==> config.mk <==
export PLATFORM = sky130hd
export DESIGN_NAME = srm_device_flat
export DESIGN_NICKNAME = d
export VERILOG_FILES = /design/src/srm_pkg.sv /design/src/srm_if.sv /design/src/srm_line_timer.sv /design/src/srm_device.sv /design/src/flat_wrapper.sv
export SDC_FILE = /design/constraint.sdc
export NUM_CORES = 1
export LEC_CHECK = 0
export ABC_AREA = 1
export BUFFER_PORTS_ARGS = -buffer_cell sky130_fd_sc_hd__buf_2
export CORE_MARGIN = 8
export CORE_UTILIZATION = 38
export DETAILED_ROUTE_END_ITERATION = 10
export GPL_TIMING_DRIVEN = 0
export PLACE_DENSITY = 0.64
export SLEW_MARGIN = 15
export SYNTH_ARGS = -nofsm -noshare
export SYNTH_HDL_FRONTEND = slang
export SYNTH_SLANG_ARGS = --single-unit
==> constraint.sdc <==
create_clock -name mclk -period 6.55 [get_ports mclk]
set_input_delay 0.9825 -clock mclk [delete_from_list [all_inputs] [get_ports mclk]]
set_output_delay 0.9825 -clock mclk [all_outputs]
set_load 0.1 [all_outputs]
==> src/srm_pkg.sv <==
// Shared constants for the sensor readout mode register bank and its controller
package srm_pkg;

  // Register bank layout, one entry per register
  localparam int NREG = 32;

  localparam int IDX_WINDOW     = 2;
  localparam int IDX_HBIN       = 3;
  localparam int IDX_VBIN       = 4;
  localparam int IDX_BINSEL     = 5;
  localparam int IDX_FRAME      = 6;
  localparam int IDX_LINE       = 7;
  localparam int IDX_SCAN       = 8;
  localparam int IDX_CONV       = 9;
  localparam int IDX_OUTD       = 10;
  localparam int IDX_RATE       = 11;
  localparam int IDX_CLAMP_ST   = 12;
  localparam int IDX_CLAMP_CNT  = 13;
  localparam int IDX_LANES      = 19;
  localparam int IDX_TIME_FIRST = 22;
  localparam int NTIME          = 9;

  localparam logic [15:0] REG_OFS [NREG] = '{
    16'h3008, 16'h300a, 16'h301c, 16'h3020, 16'h3021, 16'h3022, 16'h3024, 16'h3028,
    16'h3030, 16'h3031, 16'h3032, 16'h3033, 16'h30d9, 16'h30da, 16'h3115, 16'h3116,
    16'h3118, 16'h311a, 16'h311e, 16'h4001, 16'h4004, 16'h400c, 16'h4018, 16'h401a,
    16'h401c, 16'h401e, 16'h4020, 16'h4022, 16'h4024, 16'h4026, 16'h4028, 16'h4074};

  localparam int REG_W [NREG] = '{
    10, 10, 4, 1, 1, 2, 20, 16, 2, 2, 1, 4, 5, 2, 8, 8,
    11, 11, 8, 3, 16, 1, 16, 16, 16, 16, 16, 16, 16, 16, 16, 3};

  localparam logic [23:0] REG_RST [NREG] = '{
    24'h00_00ff, 24'h00_00b6, 24'h00_0000, 24'h00_0000,
    24'h00_0000, 24'h00_0000, 24'h00_08ca, 24'h00_0226,
    24'h00_0000, 24'h00_0001, 24'h00_0001, 24'h00_0004,
    24'h00_0006, 24'h00_0002, 24'h00_0000, 24'h00_0028,
    24'h00_00c0, 24'h00_00e0, 24'h00_0028, 24'h00_0003,
    24'h00_1290, 24'h00_0001, 24'h00_00b7, 24'h00_0067,
    24'h00_006f, 24'h00_01df, 24'h00_006f, 24'h00_00cf,
    24'h00_006f, 24'h00_00b7, 24'h00_005f, 24'h00_0000};

  // Field decodes
  localparam int            SCAN_HFLIP   = 0;
  localparam int            SCAN_VFLIP   = 1;
  localparam logic [1:0]    DEPTH_12BIT  = 2'h1;
  localparam logic [1:0]    DEPTH_10BIT  = 2'h0;
  localparam logic [2:0]    LANES_FOUR   = 3'h3;
  localparam logic [2:0]    LANES_TWO    = 3'h1;
  localparam logic [3:0]    WINDOW_ALL   = 4'h0;

  // Lane rate codes per lane bit rate
  localparam logic [3:0]    RATE_594     = 4'h7;
  localparam logic [3:0]    RATE_720     = 4'h9;
  localparam logic [3:0]    RATE_891     = 4'h5;
  localparam logic [3:0]    RATE_1440    = 4'h8;

  // Line lengths for four lanes at 594 Mbps
  localparam logic [15:0]   LINE_20FPS   = 16'h0672;
  localparam logic [15:0]   LINE_25FPS   = 16'h0528;

  // Clamp settings in binning mode
  localparam logic [7:0]    CLAMP_BIN_ST  = 8'h02;
  localparam logic [7:0]    CLAMP_BIN_CNT = 8'h01;
  localparam int            PRESET_LAST   = 9;

  // Controller registers, word addresses on the Avalon slave
  localparam logic [2:0]    AV_ADDR      = 3'h0;
  localparam logic [2:0]    AV_WDATA     = 3'h1;
  localparam logic [2:0]    AV_CTRL      = 3'h2;
  localparam logic [2:0]    AV_STATUS    = 3'h3;
  localparam int            CTRL_WR      = 0;
  localparam int            CTRL_RD      = 1;
  localparam int            CTRL_PRESET  = 2;
  localparam int            CTRL_FPS25   = 3;
  localparam int            CTRL_BIN     = 4;
  localparam int            ST_BUSY      = 0;
  localparam int            ST_DONE      = 1;
  localparam int            ST_RDATA     = 8;

  typedef enum logic [1:0] {HS_IDLE, HS_REQ, HS_GAP} srm_host_state_t;

  function automatic logic [23:0] srm_mask(input int w);
    return ~(24'hff_ffff << w);
  endfunction

endpackage

==> src/srm_if.sv <==
// Byte-wide register link between controller and sensor register bank
`timescale 1ns/100ps
interface srm_if;
  logic        req;    // Access request, held until ack
  logic        we;     // 1 write, 0 read
  logic [15:0] addr;   // Byte address
  logic [7:0]  wdata;  // Write byte
  logic        ack;    // One-cycle answer
  logic [7:0]  rdata;  // Read byte, valid with ack

  modport dev  (input req, we, addr, wdata, output ack, rdata);
  modport host (output req, we, addr, wdata, input ack, rdata);
endinterface

==> src/srm_line_timer.sv <==
// Line and frame timing generator driven by the programmed lengths
`timescale 1ns/100ps
module srm_line_timer (
  input  wire logic        mclk,        // Clock
  input  wire logic        arst_n,      // Async reset, active low
  input  wire logic [15:0] line_len,    // Clocks per line
  input  wire logic [19:0] frame_len,   // Lines per frame
  output logic             line_start,  // Pulse at each line
  output logic             frame_start, // Pulse at each frame
  output logic [19:0]      line_index   // Current line
);
  logic [15:0] clk_cnt;

  // Line length counts clocks, frame length counts lines
  always_ff @(posedge mclk or negedge arst_n) begin
    if (!arst_n) begin
      clk_cnt <= 16'h0000;
    end else if (clk_cnt + 16'h0001 >= line_len) begin
      clk_cnt <= 16'h0000;
    end else begin
      clk_cnt <= clk_cnt + 16'h0001;
    end
  end

  // Frame period is frame lines times one line period
  always_ff @(posedge mclk or negedge arst_n) begin
    if (!arst_n) begin
      line_index  <= 20'h0_0000;
      line_start  <= 1'b0;
      frame_start <= 1'b0;
    end else begin
      line_start  <= (clk_cnt == 16'h0000);
      frame_start <= (clk_cnt == 16'h0000) && (line_index == 20'h0_0000);
      if (clk_cnt + 16'h0001 >= line_len) begin
        line_index <= (line_index + 20'h0_0001 >= frame_len) ? 20'h0_0000
                                                             : line_index + 20'h0_0001;
      end
    end
  end
endmodule // srm_line_timer

==> src/srm_device.sv <==
// Sensor readout mode register bank with decoded mode outputs and frame timing
//
// Behaviour
// - Direction register bits flip horizontal, vertical.
// - Bit-depth fields: zero 10-bit, one 12-bit.
// - Lane count 3 selects four, 1 two.
// - Inverted binning pairs shift one same-colour pixel.
// - Horizontal, vertical binning enables reset to zero.
// - Binning: host sets clamp start 02h, count 1h.
// - Binning: conversion 10-bit, output stays 12-bit.
// - Window field zero selects all-pixel readout.
// - Frame length spans three bytes, resets 8CAh.
// - Host programs line length for chosen rate.
// - Host sets lane rate code per bitrate.
// - Link timing from byte-pair registers, post 00B7h.
// - Frame rate is one over lines times line.
// - Frame counts lines, line counts input clocks.
`timescale 1ns/100ps
module srm_device (
  input  wire logic        mclk,             // Clock, 50 MHz
  input  wire logic        arst_n,           // Async reset, active low
  srm_if.dev               link,             // Register link from controller
  output logic             horiz_flip,       // Horizontal readout inverted
  output logic             vert_flip,        // Vertical readout inverted
  output logic             horiz_bin_enable, // Horizontal 2-pixel binning
  output logic             vert_bin_enable,  // Vertical 2-line binning
  output logic [1:0]       binning_select,   // Binning mode field
  output logic             horiz_pair_shift, // Binned pair is second and third
  output logic             vert_pair_shift,  // Binned line pair is second and third
  output logic             conv_12bit,       // Conversion depth is 12 bit
  output logic             out_12bit,        // Output depth is 12 bit
  output logic             lanes_four,       // Four-lane output selected
  output logic             lanes_two,        // Two-lane output selected
  output logic             all_pixel,        // Uncropped all-pixel readout
  output logic [3:0]       window_select,    // Window mode field
  output logic [3:0]       lane_rate_code,   // Lane rate system code
  output logic [4:0]       clamp_vert_start, // Clamp vertical start
  output logic [1:0]       clamp_vert_count, // Clamp line count
  output logic [15:0]      link_time [srm_pkg::NTIME], // Serial link timing values
  output logic [19:0]      frame_length_lines, // Lines per frame
  output logic [15:0]      line_length_clocks, // Clocks per line
  output logic             line_start,       // Pulse at each line
  output logic             frame_start,      // Pulse at each frame
  output logic [19:0]      line_index        // Current line in frame
);

  logic [23:0] regs [srm_pkg::NREG];
  logic        take;
  logic [7:0]  next_rdata;
  logic        ack_q;
  logic        line_pulse;
  logic        frame_pulse;
  logic [19:0] line_idx;

  // A request is taken once; ack drops before the host may issue the next
  assign take = link.req && !ack_q;

  always_ff @(posedge mclk or negedge arst_n) begin
    if (!arst_n) begin
      ack_q <= 1'b0;
    end else begin
      ack_q <= take;
    end
  end

  assign link.ack = ack_q;

  // One storage word per register, written byte by byte
  for (genvar i = 0; i < srm_pkg::NREG; i++) begin : g_reg
    localparam int          NBYTES = (srm_pkg::REG_W[i] + 7) / 8;
    localparam logic [23:0] MASK   = srm_pkg::srm_mask(srm_pkg::REG_W[i]);
    always_ff @(posedge mclk or negedge arst_n) begin
      if (!arst_n) begin
        regs[i] <= srm_pkg::REG_RST[i];
      end else if (take && link.we) begin
        for (int k = 0; k < NBYTES; k++) begin
          // Low byte at the lowest address, bits beyond the width dropped
          if (link.addr == 16'(srm_pkg::REG_OFS[i] + 16'(k))) begin
            regs[i][8*k +: 8] <= link.wdata & MASK[8*k +: 8];
          end
        end
      end
    end
  end

  // Read mux; unmapped addresses read as zero
  always_comb begin
    next_rdata = 8'h00;
    for (int i = 0; i < srm_pkg::NREG; i++) begin
      for (int k = 0; k < (srm_pkg::REG_W[i] + 7) / 8; k++) begin
        if (link.addr == 16'(srm_pkg::REG_OFS[i] + 16'(k))) begin
          next_rdata = regs[i][8*k +: 8];
        end
      end
    end
  end

  always_ff @(posedge mclk or negedge arst_n) begin
    if (!arst_n) begin
      link.rdata <= 8'h00;
    end else if (take && !link.we) begin
      link.rdata <= next_rdata;
    end
  end

  // Plain field outputs
  always_ff @(posedge mclk or negedge arst_n) begin
    if (!arst_n) begin
      horiz_flip         <= 1'b0;
      vert_flip          <= 1'b0;
      horiz_bin_enable   <= 1'b0;
      vert_bin_enable    <= 1'b0;
      binning_select     <= 2'h0;
      window_select      <= 4'h0;
      lane_rate_code     <= 4'h0;
      clamp_vert_start   <= 5'h00;
      clamp_vert_count   <= 2'h0;
      frame_length_lines <= 20'h0_0000;
      line_length_clocks <= 16'h0000;
    end else begin
      horiz_flip         <= regs[srm_pkg::IDX_SCAN][srm_pkg::SCAN_HFLIP];
      vert_flip          <= regs[srm_pkg::IDX_SCAN][srm_pkg::SCAN_VFLIP];
      horiz_bin_enable   <= regs[srm_pkg::IDX_HBIN][0];
      vert_bin_enable    <= regs[srm_pkg::IDX_VBIN][0];
      binning_select     <= regs[srm_pkg::IDX_BINSEL][1:0];
      window_select      <= regs[srm_pkg::IDX_WINDOW][3:0];
      lane_rate_code     <= regs[srm_pkg::IDX_RATE][3:0];
      clamp_vert_start   <= regs[srm_pkg::IDX_CLAMP_ST][4:0];
      clamp_vert_count   <= regs[srm_pkg::IDX_CLAMP_CNT][1:0];
      frame_length_lines <= regs[srm_pkg::IDX_FRAME][19:0];
      line_length_clocks <= regs[srm_pkg::IDX_LINE][15:0];
    end
  end

  // Decoded modes; a conversion depth other than 1 leaves conv_12bit low
  always_ff @(posedge mclk or negedge arst_n) begin
    if (!arst_n) begin
      conv_12bit       <= 1'b0;
      out_12bit        <= 1'b0;
      lanes_four       <= 1'b0;
      lanes_two        <= 1'b0;
      all_pixel        <= 1'b0;
      horiz_pair_shift <= 1'b0;
      vert_pair_shift  <= 1'b0;
    end else begin
      conv_12bit <= regs[srm_pkg::IDX_CONV][1:0] == srm_pkg::DEPTH_12BIT;
      out_12bit  <= regs[srm_pkg::IDX_OUTD][0];
      lanes_four <= regs[srm_pkg::IDX_LANES][2:0] == srm_pkg::LANES_FOUR;
      lanes_two  <= regs[srm_pkg::IDX_LANES][2:0] == srm_pkg::LANES_TWO;
      all_pixel  <= regs[srm_pkg::IDX_WINDOW][3:0] == srm_pkg::WINDOW_ALL;
      // Inverted scan merges the second and third same-colour pixels
      horiz_pair_shift <= regs[srm_pkg::IDX_HBIN][0]
                          && regs[srm_pkg::IDX_SCAN][srm_pkg::SCAN_HFLIP];
      vert_pair_shift  <= regs[srm_pkg::IDX_VBIN][0]
                          && regs[srm_pkg::IDX_SCAN][srm_pkg::SCAN_VFLIP];
    end
  end

  // Serial link timing values, each a byte pair
  for (genvar t = 0; t < srm_pkg::NTIME; t++) begin : g_time
    always_ff @(posedge mclk or negedge arst_n) begin
      if (!arst_n) begin
        link_time[t] <= 16'h0000;
      end else begin
        link_time[t] <= regs[srm_pkg::IDX_TIME_FIRST + t][15:0];
      end
    end
  end

  // Timing uses live register values so a new length acts at once on the line or frame in progress
  srm_line_timer u_timer (
    .mclk        (mclk),
    .arst_n      (arst_n),
    .line_len    (regs[srm_pkg::IDX_LINE][15:0]),
    .frame_len   (regs[srm_pkg::IDX_FRAME][19:0]),
    .line_start  (line_pulse),
    .frame_start (frame_pulse),
    .line_index  (line_idx)
  );

  always_ff @(posedge mclk or negedge arst_n) begin
    if (!arst_n) begin
      line_start  <= 1'b0;
      frame_start <= 1'b0;
      line_index  <= 20'h0_0000;
    end else begin
      line_start  <= line_pulse;
      frame_start <= frame_pulse;
      line_index  <= line_idx;
    end
  end

endmodule // srm_device

==> src/flat_wrapper.sv <==
// flat-port wrapper written by rule: the top's interface ports become plain ports
module srm_device_flat 
  (mclk, arst_n, horiz_flip, vert_flip, horiz_bin_enable, vert_bin_enable, binning_select, horiz_pair_shift, vert_pair_shift, conv_12bit, out_12bit, lanes_four, lanes_two, all_pixel, window_select, lane_rate_code, clamp_vert_start, clamp_vert_count, link_time, frame_length_lines, line_length_clocks, line_start, frame_start, line_index, link_req, link_we, link_addr, link_wdata, link_ack, link_rdata);
  srm_if link_i ();
  input  wire logic mclk;
  input  wire logic arst_n;
  output logic horiz_flip;
  output logic vert_flip;
  output logic horiz_bin_enable;
  output logic vert_bin_enable;
  output logic [1:0] binning_select;
  output logic horiz_pair_shift;
  output logic vert_pair_shift;
  output logic conv_12bit;
  output logic out_12bit;
  output logic lanes_four;
  output logic lanes_two;
  output logic all_pixel;
  output logic [3:0] window_select;
  output logic [3:0] lane_rate_code;
  output logic [4:0] clamp_vert_start;
  output logic [1:0] clamp_vert_count;
  output logic [15:0] link_time[srm_pkg::NTIME];
  output logic [19:0] frame_length_lines;
  output logic [15:0] line_length_clocks;
  output logic line_start;
  output logic frame_start;
  output logic [19:0] line_index;
  input wire logic [$bits(link_i.req)-1:0] link_req;
  input wire logic [$bits(link_i.we)-1:0] link_we;
  input wire logic [$bits(link_i.addr)-1:0] link_addr;
  input wire logic [$bits(link_i.wdata)-1:0] link_wdata;
  output wire logic [$bits(link_i.ack)-1:0] link_ack;
  output wire logic [$bits(link_i.rdata)-1:0] link_rdata;
  assign link_i.req = link_req;
  assign link_i.we = link_we;
  assign link_i.addr = link_addr;
  assign link_i.wdata = link_wdata;
  assign link_ack = link_i.ack;
  assign link_rdata = link_i.rdata;
  srm_device u_core (.mclk(mclk), .arst_n(arst_n), .link(link_i), .horiz_flip(horiz_flip), .vert_flip(vert_flip), .horiz_bin_enable(horiz_bin_enable), .vert_bin_enable(vert_bin_enable), .binning_select(binning_select), .horiz_pair_shift(horiz_pair_shift), .vert_pair_shift(vert_pair_shift), .conv_12bit(conv_12bit), .out_12bit(out_12bit), .lanes_four(lanes_four), .lanes_two(lanes_two), .all_pixel(all_pixel), .window_select(window_select), .lane_rate_code(lane_rate_code), .clamp_vert_start(clamp_vert_start), .clamp_vert_count(clamp_vert_count), .link_time(link_time), .frame_length_lines(frame_length_lines), .line_length_clocks(line_length_clocks), .line_start(line_start), .frame_start(frame_start), .line_index(line_index));
endmodule
; ---- Yosys cells after proc, flatten, opt, wreduce, memory -nomap -nowiden
; Index checks and enable logic that the tools add are counted.
[word_totals]
ff_bits = 570
word_cells = 252
out_inout_bits = 239
input_bits = 28
[op_classes]
eq_ne = 52
magnitude_cmp = 2
n_addsub = 2
muxes = 51
reduce_logical = 60
[ops]
columns = operator, n
row1 = 16-bit by 14-bit equality test with 1-bit output (second input constant), 26
row2 = 8-bit 2-to-1 mux, 49
row3 = 16-bit by 15-bit equality test with 1-bit output (second input constant), 23
row4 = 2-bit AND reduction, 49
row5 = 20-bit by 1-bit adder with 20-bit output (second input constant), 1
row6 = 20-bit greater-or-equal comparator, 1
row7 = 20-bit zero test, 1
row8 = 20-bit 2-to-1 mux, 1
row9 = 16-bit by 1-bit adder with 16-bit output (second input constant), 1
row10 = 16-bit greater-or-equal comparator, 1
row11 = 16-bit zero test, 1
row12 = 16-bit 2-to-1 mux, 1
row13 = 1-bit logical AND, 6
row14 = 4-bit zero test, 1
row15 = 3-bit by 1-bit equality test with 1-bit output (second input constant), 1
row16 = 3-bit by 2-bit equality test with 1-bit output (second input constant), 1
row17 = 2-bit by 1-bit equality test with 1-bit output (second input constant), 1
row18 = 1-bit zero test, 2

; ---- Logic depth before layout (Yosys ltp)
; Gate-level depths: netlist (run 1).
[logic_depth]
ltp_word = 50
mapped_depth = 57

; ---- Modules after synthesis
; Synthesis (run 1) repeated with hierarchy kept, for this count alone.
[unflattened]
cells_unflattened = 2532
area_unflattened_um2 = 23667.7
[by_module_without_submodules]
columns = mod, area_per_inst_um2, seq_area_each_um2, cells_each, n_inst
row1 = srm_device, 20312.0, 13436.6, 2056, 1
row2 = srm_line_timer, 3355.7, 950.9, 476, 1

; ---- Worst setup path before layout (run 1)
; OpenSTA, ideal clock, no wires.
[synth_timing]
kind = input-to-reg
startpoint = in link_addr[13]
endpoint = reg u_core.link.rdata[6]
arrival_ps = 3858
setup_slack_ps = 2564
setup_time_ps = 129
path_stages = 25
cell_sequence = nand2_1 -> inv_2 -> nand2_2 -> nor2_8 -> buf_2 -> nand3_1 -> inv_2 -> nand2_1 -> o21ai_0 -> a221oi_1 -> o211ai_1 -> a221oi_2 -> nand3_1 -> a221oi_1 -> nand3_1 -> a221oi_1 -> nand3_1 -> a221oi_2 -> nand3_1 -> a221oi_1 -> nand3_1 -> a221oi_1 -> nand3_1 -> a21oi_1 -> o21ai_1
[synth_via]
elab_chain_len = 50
word_cells_on_any_way = 98
[synth_lines]
columns = item, line
row1 = "start, declared", flat_wrapper.sv:31  ; input wire logic [$bits(link_i.addr)-1:0] link_addr;
row2 = 16-bit by 14-bit equality test with 1-bit output, srm_device.sv:91  ; if (link.addr == 16'(srm_pkg::REG_OFS[i] + 16'(k))) begin
row3 = 8-bit 2-to-1 mux (48 in a row), srm_device.sv:91
row4 = 8-bit 2-to-1 mux (*), srm_device.sv:91
row5 = "end signal, assigned", srm_device.sv:102  ; link.rdata <= next_rdata;
row6 = "end, declared", srm_if.sv:11  ; modport dev (input req, we, addr, wdata, output ack, rdata);
; Every way passes the cells marked *; elsewhere a longest branch is shown, timed or not.
; A chain may end at the register's enable or synchronous reset.

; ---- Worst setup path after layout (run 1)
[layout_timing]
startpoint = in link_addr[13]
endpoint = reg u_core.link.rdata[0]
; Same word-level chain as after synthesis.

==> results of run 1 <==
[per-layer routing]
| layer | part of all wire | up-vias |
|---|---|---|
| met5 | 0.00046 | - |
| met4 | 0.030 | 6 |
| met3 | 0.066 | 142 |
| met2 | 0.48 | 694 |
| met1 | 0.42 | 9119 |
| li1 | - | 8561 |
[kinds of logic (layout without fill, tap and decap cells)]
kind of cell,Yosys count,count (layout),synth area share
buf+inv,329,713,0.0540
xor+xnor,22,22,0.00837
mux,2,2,0.000924
simple gates,982,982,0.181
flops,570,570,0.625
compound gates,457,457,0.109
other cells,0,5,0
fa+ha+maj,40,40,0.0217
[critical path: cells and delay by family]
family | cells | cell delay (ps)
AOI/OAI and AO/OA | 5 | 1120
buffers and inverters | 4 | 420
and+or+nand+nor | 27 | 3510
[synthesized netlist by cell type, drive strengths merged (7+ instances only)]
cell type | instances | share of area
o22ai | 10 | 0.0027
clkbuf | 69 | 0.011
ha | 40 | 0.022
o2111ai | 7 | 0.0027
nor4 | 18 | 0.0049
o211ai | 14 | 0.0046
nand2 | 634 | 0.10
buf | 11 | 0.0021
nor3 | 44 | 0.010
o21ai | 351 | 0.076
dfstp | 99 | 0.11
nand3 | 86 | 0.019
inv | 245 | 0.040
nor2 | 137 | 0.026
xor2 | 22 | 0.0084
dfrtp | 471 | 0.51
or2 | 15 | 0.0041
a21oi | 38 | 0.0084
nand4 | 41 | 0.011
a221oi | 17 | 0.0070
[stage by stage]
step / util / power [uW]
floorplan: - / 3710
global placement: 0.421 / 3860
detailed placement: 0.424 / 3880
CTS: 0.461 / 7680
global route: 0.461 / 7830
finish: 0.461 / 7600
[flip-flops by register name, indices dropped and copies added, names as in the netlist, 2 cells and up]
register	count
u_core.line_length_clocks	16
u_core.clamp_vert_count	2
u_core.u_timer.clk_cnt	16
u_core.binning_select	2
u_core.line_index	20
u_core.link.rdata	8
u_core.lane_rate_code	4
u_core.u_timer.line_index	20
u_core.clamp_vert_start	5
u_core.window_select	4
u_core.regs	293
u_core.frame_length_lines	20
u_core.link_time	144
[power by group through the flow]
stage          clock, uW  sequential, uW  combinational [uW]
3_5_place_dp           0            3600                 279
4_1_cts             3870            3540                 280
5_1_grt             3990            3540                 301
2_1_floorplan          0            3630                74.4
3_3_place_gp           0            3600                 261
6_report            3790            3540                 276
[worst min-delay path by stage]
stage / startpoint / cells after the start / to
6_report: arst_n / 1 / u_core.u_timer.frame_start
5_1_grt: arst_n / 1 / u_core.u_timer.frame_start
4_1_cts: arst_n / 1 / u_core.u_timer.clk_cnt[14]
3_5_place_dp: u_core.u_timer.line_start / 0 / u_core.line_start
3_3_place_gp: u_core.u_timer.line_start / 0 / u_core.line_start
2_1_floorplan: u_core.u_timer.frame_start / 0 / u_core.frame_start
[area by class of cell]
| cell class | count | share of cell area |
|---|---|---|
| tap | 782 | 0.0353 |
| sequential | 570 | 0.518 |
| antenna | 5 | 0.000451 |
| timing repair buffer | 272 | 0.0543 |
| inverter | 249 | 0.0337 |
| clock inverter | 37 | 0.0221 |
| multi-input combinational | 1503 | 0.266 |
| buffer | 80 | 0.0111 |
| clock buffer | 75 | 0.0583 |
==> impl_summary.txt, run 1 <==
----------------------------------------------------
[Logic synthesis]
  Gate count of the mapped netlist ... 2402
  Synthesis warning total ... 0
  Avg Synthesized Cell Area ... 9.58 um2
  Dominant register cell in the synthesized netlist ... sky130_fd_sc_hd__dfrtp_1
  Number of storage elements in the synthesis netlist ... 570
  Post-Synthesis Cell Area ... 23000 um2
  Share of flip-flops with an asynchronous set or reset ... 1.00
  Seq/Total Area, Yosys ... 0.625
  Number of distinct library cells after synthesis ... 50
  Syn nets ... 2470
  Number of enable flip-flop cells after synthesis ... 0

[Finish]
  Combined flip-flop and latch cell area ... 14400 um2
  Commonest cells after routing, fill and taps aside ... sky130_fd_sc_hd__nand2_1 (627), sky130_fd_sc_hd__dfrtp_1 (471), sky130_fd_sc_hd__o21ai_0 (343)
  Area occupied by multi-input gates ... 7390 um2
  Non-Filler Cell Area, Final ... 27700 um2
  Most frequent standard cell in the layout excluding fill and tap cells ... sky130_fd_sc_hd__nand2_1
  Filler cell count ... 5672
  Layout Nets ... 2803
  Finished Layout Cells ... 3573
  Area growth syn-to-layout ... 20.5%
  Fraction of final layout cells with drive strength greater than 1 ... 0.200

[Floorplan]
  Initial cell density of the core ... 0.383
  Die area ... 68700 um2
  Horiz. Die Dim ... 262 um
  Num rows ... 90
  Floorplan die height ... 262 um
  Core Region ... 60100 um2
  Number of top-level pins ... 267

[Clock network]
  TritonCTS clock tree ... done
  Buffer cell driving the clock tree root ... sky130_fd_sc_hd__clkbuf_16
  Number of buffers inserted to repair setup after CTS ... 0
  H-tree levels ... 2
  Total CTS buffers ... 59
  Deepest clock path buffer count ... 3
  Clk sinks ... 570
  Clock slew seen by the registers of the worst setup and hold paths ... 60 ps
  Post-cts gate resize count ... 0
  Clock latency on the worst-skew pair ... 640 ps
  Hold Buf Count CTS ... 0

[Critical path]
  Data required time at the worst endpoint ... 7060 ps
  Startpoint of the worst setup timing path ... link_addr[13]
  Terminus of the critical flop-to-flop path ... u_core.link.rdata[0]
  CP most frequent cell ... sky130_fd_sc_hd__nor2_1
  Reg2reg path depth ... 28
  Worst setup path endpoint ... u_core.link.rdata[0]
  Critical path type ... in2reg
  Cell with the largest stage delay on the worst path ... sky130_fd_sc_hd__a221oi_1
  Data arrival time of the worst path ... 6080 ps
  Element type at the critical path start ... input pin
  Largest fanout on the critical path ... 10
  Crit path largest cell delay ... 360 ps
  Worst R2R Start ... u_core.regs[752]
  Kind of capture point of the worst setup path ... register
  Reg-to-reg setup timing slack ... 1760 ps

[Placement]
  Cell count after placement ... 3456
  Worst slack at placement ... 425 ps
  Cell area reported after detailed placement ... 25500 um2
  Count of buffers from port buffering ... 266
  Placer congestion estimate ... 0.937
  Half-perimeter wire length of the detailed placement result ... 55.0 mm

[GRT]
  Global-route usage over all layers ... 0.216
  Maximum number of pins on one net before global-route repair ... 113
  Number of antenna violations at the first check in global routing ... 9
  Met1 usage in global routing ... 0.285
  Vias in the first global route ... 18500
  Met3 track demand over resource in global routing ... 0.0353
  Gr busiest metal ... met2
  Overflow left after global routing ... 0
  M2 GR Usage ... 0.359
  Global-route wire length before repair ... 113 mm

[Timing]
  Post-route worst setup slack ... 977 ps
  Unrepaired setup endpoints after global routing ... false
  Post-Route Skew ... 22.3 ps
  Hold Violations, Final ... 0
  Time the final worst path needs with I/O delays and setup ... 5570 ps
  Headroom to the max-slew limit ... 0.343
  Count of pins over their slew limit ... 0
  Final Cycle Share ... 0.851
  Final setup violation count ... 0
  Slew at the pin with the worst max-slew slack ... 986 ps
  Sum of negative setup slack ... 0 ps
  Worst hold margin ... 258 ps
  Maximum clock rate ... 0.179 GHz

[Outcome]
  Result of the run ... finished clean

[Detailed routing]
  DRT Pass-1 Iters ... 6
  Antenna Violating Nets Remaining ... 0
  Final WL ... 74.6 mm
  Detailed-route via count ... 18500
  Number of DRC markers after the initial detailed-route iteration ... 1660
  DR DRC count ... 0
  Vias per cell ... 5.18
  Average detailed-routed wire length per instance ... 20.9 um

[Pwr]
  Clock Power Share ... 0.499
  Peak supply drop ... 0.225 mV
  Leakage dissipation ... 0.0135 uW
  Net Switching ... 1710 uW
  Share of total power in combinational logic ... 0.036
  Fraction of power spent switching nets ... 0.225
  Internal Power ... 5890 uW
  Power density cells ... 274 nW/um2
  Part of the total power dissipated in sequential elements ... 0.465

[Flow run]
  Max-cap viol count ... 0

[Worst hold path]
  Worst hold path type ... in2async

----------------------------------------------------
Note: power is estimated with default switching activity, not from simulation.
==> run 2, diff against run 1 <==
- CTS_BUF_LIST: default -> sky130_fd_sc_hd__clkbuf_8
- SLEW_MARGIN: 15 -> 25
==> impl_summary.txt, run 2 (same netlist as run 1, synthesis figures left out) <==
----------------------------------------------------
[GRT]
  Overflow left after global routing ... 0 (unchanged)
  Global-route usage over all layers ... 0.216 (+0.000977)
  Vias in the first global route ... 18700 (+1.2%)
  Global-route wire length before repair ... 113 mm (+0.41%)
  Maximum number of pins on one net before global-route repair ... 100 (-12%)
  Number of antenna violations at the first check in global routing ... 4 (-5)

[Clock network]
  Clock slew seen by the registers of the worst setup and hold paths ... 60 ps (about the same)
  Deepest clock path buffer count ... 3 (unchanged)
  H-tree levels ... 3 (+1)
  Clock latency on the worst-skew pair ... 700 ps (+60 ps)
  Clk sinks ... 570 (unchanged)
  Number of buffers inserted to repair setup after CTS ... 0 (unchanged)
  Total CTS buffers ... 97 (+64%)
  Post-cts gate resize count ... 0 (unchanged)
  Buffer cell driving the clock tree root ... sky130_fd_sc_hd__clkbuf_8
  TritonCTS clock tree ... done
  Hold Buf Count CTS ... 0 (unchanged)

[Finish]
  Most frequent standard cell in the layout excluding fill and tap cells ... sky130_fd_sc_hd__nand2_1
  Fraction of final layout cells with drive strength greater than 1 ... 0.212 (+0.0125)
  Area growth syn-to-layout ... 20.3%
  Register ranked first by flip-flop count ... u_core.regs
  Layout Nets ... 2841 (+1.4%)
  Largest registers ... u_core.regs: 293 flops, u_core.link_time: 144 flops
  Flip-flop count of the largest register after layout ... 293 (unchanged)
  Commonest cells after routing, fill and taps aside ... sky130_fd_sc_hd__nand2_1 (627), sky130_fd_sc_hd__dfrtp_1 (471), sky130_fd_sc_hd__o21ai_0 (343)

[Detailed routing]
  DRT Pass-1 Iters ... 5 (-1)
  Vias per cell ... 5.15 (-0.74%)
  Detailed-route via count ... 18700 (+1.1%)
  Number of DRC markers after the initial detailed-route iteration ... 1629 (-1.9%)
  Routed metal-1 wirelength ... 31.5 mm (+0.38%)
  DR DRC count ... 0 (unchanged)
  Final WL ... 74.6 mm (about the same)
  Highest layer used for signal routing ... met5
  Antenna Violating Nets Remaining ... 0 (unchanged)
  Metal3 WL ... 5.02 mm (+1.6%)
  Average detailed-routed wire length per instance ... 20.5 um (-1.9%)
  Wire length on met2 ... 35.8 mm (-0.63%)

[Placement]
  Worst slack at placement ... 464 ps (+39.4 ps)
  Placer congestion estimate ... 0.937 (unchanged)
  Half-perimeter wire length of the detailed placement result ... 55.1 mm (about the same)
  Count of buffers from port buffering ... 266 (unchanged)

[Critical path]
  CP most frequent cell ... sky130_fd_sc_hd__nand3_1
  Cell with the largest stage delay on the worst path ... sky130_fd_sc_hd__nor3_2
  Critical path type ... in2reg
  Element type at the critical path start ... input pin
  Worst setup path endpoint ... u_core.link.rdata[5]
  Cell count along the critical path ... 24 (-33%)
  Crit path largest cell delay ... 520 ps (+160 ps)
  Crit-path cells ... buf_2 -> nor2_2 -> nand3_1 -> nor3_2 -> inv_2 -> buf_2 -> o2111ai_1 -> o211ai_1 -> o211ai_1 -> nand4_1 -> o21ai_0 -> nand3_1 -> o22ai_1 -> nand3_1 -> a221oi_1 -> nand4_1 -> a21oi_1 -> nand2_1 -> a221oi_1 -> nand2_1 -> a221oi_1 -> nand3_1 -> nor2_1 -> o21ai_1
  Startpoint of the worst setup timing path ... link_addr[1]
  Data arrival time of the worst path ... 6030 ps (-50 ps)
  Worst R2R Start ... u_core.regs[752]
  Largest fanout on the critical path ... 10 (unchanged)
  Crit path max-delay family ... simple AND/OR/NAND/NOR gates
  Buffering stage count on the worst path with inverters included ... 3 (-1)
  Reg-to-reg setup timing slack ... 1830 ps (+70 ps)
  Data required time at the worst endpoint ... 7100 ps (+40 ps)
  Kind of capture point of the worst setup path ... register
  Reg2reg path depth ... 28 (unchanged)
  Terminus of the critical flop-to-flop path ... u_core.link.rdata[0]

[Timing]
  Post-Route Skew ... 45.6 ps (+23.3 ps)
  Hold Violations, Final ... 0 (unchanged)
  Unrepaired setup endpoints after global routing ... false
  Maximum clock rate ... 0.183 GHz (+1.8%)
  Headroom to the max-slew limit ... 0.346 (+0.00377)
  Post-route worst setup slack ... 1080 ps (+100 ps)
  Slew at the pin with the worst max-slew slack ... 980 ps (-5.66 ps)
  Final setup violation count ... 0 (unchanged)
  Count of pins over their slew limit ... 0 (unchanged)
  Time the final worst path needs with I/O delays and setup ... 5470 ps (-100 ps)
  Final Cycle Share ... 0.835 (-0.0153)
  Sum of negative setup slack ... 0 ps (unchanged)

[Floorplan]
  Core Region ... 60100 um2 (unchanged)
  Number of top-level pins ... 267 (unchanged)
  Num rows ... 90 (unchanged)
  Die area ... 68700 um2 (unchanged)
  Initial cell density of the core ... 0.383 (unchanged)
  Horiz. Die Dim ... 262 um (unchanged)
  Floorplan die height ... 262 um (unchanged)

[Pwr]
  Power density cells ... 263 nW/um2 (-4.0%)
  Peak supply drop ... 0.182 mV (-19%)
  Leakage dissipation ... 0.0136 uW (+1.0%)

[Outcome]
  Result of the run ... finished clean

[Flow run]
  Max-cap viol count ... 0 (unchanged)

[Worst hold path]
  Worst hold path type ... in2async

----------------------------------------------------
-- run 2: changes by cell type in the layout (fill, tap and decap cells not counted), moves of 2 or more --
cell and delta:
sky130_fd_sc_hd__clkbuf_8 +119, sky130_fd_sc_hd__clkbuf_16 -59, sky130_fd_sc_hd__inv_1 +29, sky130_fd_sc_hd__bufinv_16 -8, sky130_fd_sc_hd__clkbuf_1 -8, sky130_fd_sc_hd__clkinv_2 +4, sky130_fd_sc_hd__clkinv_4 -3, sky130_fd_sc_hd__diode_2 -3
sky130_fd_sc_hd__inv_6 -3, sky130_fd_sc_hd__clkinv_8 -2, sky130_fd_sc_hd__inv_8 +2
-- run 2: cell type report --
class | instances | area [um2]
diodes | 2 | 5.00
inverters | 249 | 935
flip-flops and latches | 570 | 14400
fillers | 5764 | 32400
plain buffers | 80 | 308
well taps | 782 | 978
clock buffers | 127 | 1750
clock inverters | 56 | 427
multi-input cells | 1503 | 7390
repair buffers | 272 | 1510
-- run 2: worst min-delay path by stage --
stage / to / cells after the start / from
after floorplan: u_core.frame_start / 0 / u_core.u_timer.frame_start
after global placement: u_core.line_start / 0 / u_core.u_timer.line_start
after detailed placement: u_core.line_start / 0 / u_core.u_timer.line_start
after CTS: u_core.u_timer.clk_cnt[14] / 1 / arst_n
after global routing: u_core.u_timer.clk_cnt[14] / 1 / arst_n
final: u_core.u_timer.clk_cnt[14] / 1 / arst_n
-- run 2: per-layer routing --
layer,vias up,track usage
met2,731,0.356
met1,9225,0.282
met4,4,0.0803
met3,145,0.0425
met5,-,0
li1,8629,-
-- run 2: worst reg2reg max path, delay by kind of cell, from the launching register on --
| family | cells | cell delay [ps] |
|---|---|---|
| and+or+nand+nor | 23 | 3070 |
| AOI/OAI and AO/OA | 5 | 1150 |
| DFF | 1 | 380 |
-- run 2: per-stage QoR --
stage               power (uW)  std cells   util  hold slack [ps]  area, um2
floorplan                 3710       2402      -              331      23000
global placement          3860       3450  0.421              341      25300
detailed placement        3880       3456  0.424              338      25500
CTS                       7370       3639  0.460              149      27700
global route              7550       3641  0.460              191      27700
finish                    7290       3641  0.460              202      27700
-- run 2: where the power goes --
part / switching, uW / internal [uW]
logic: 231 / 43.6
clock network: 1490 / 1990
registers: 4.93 / 3530
total: 1720 / 5560
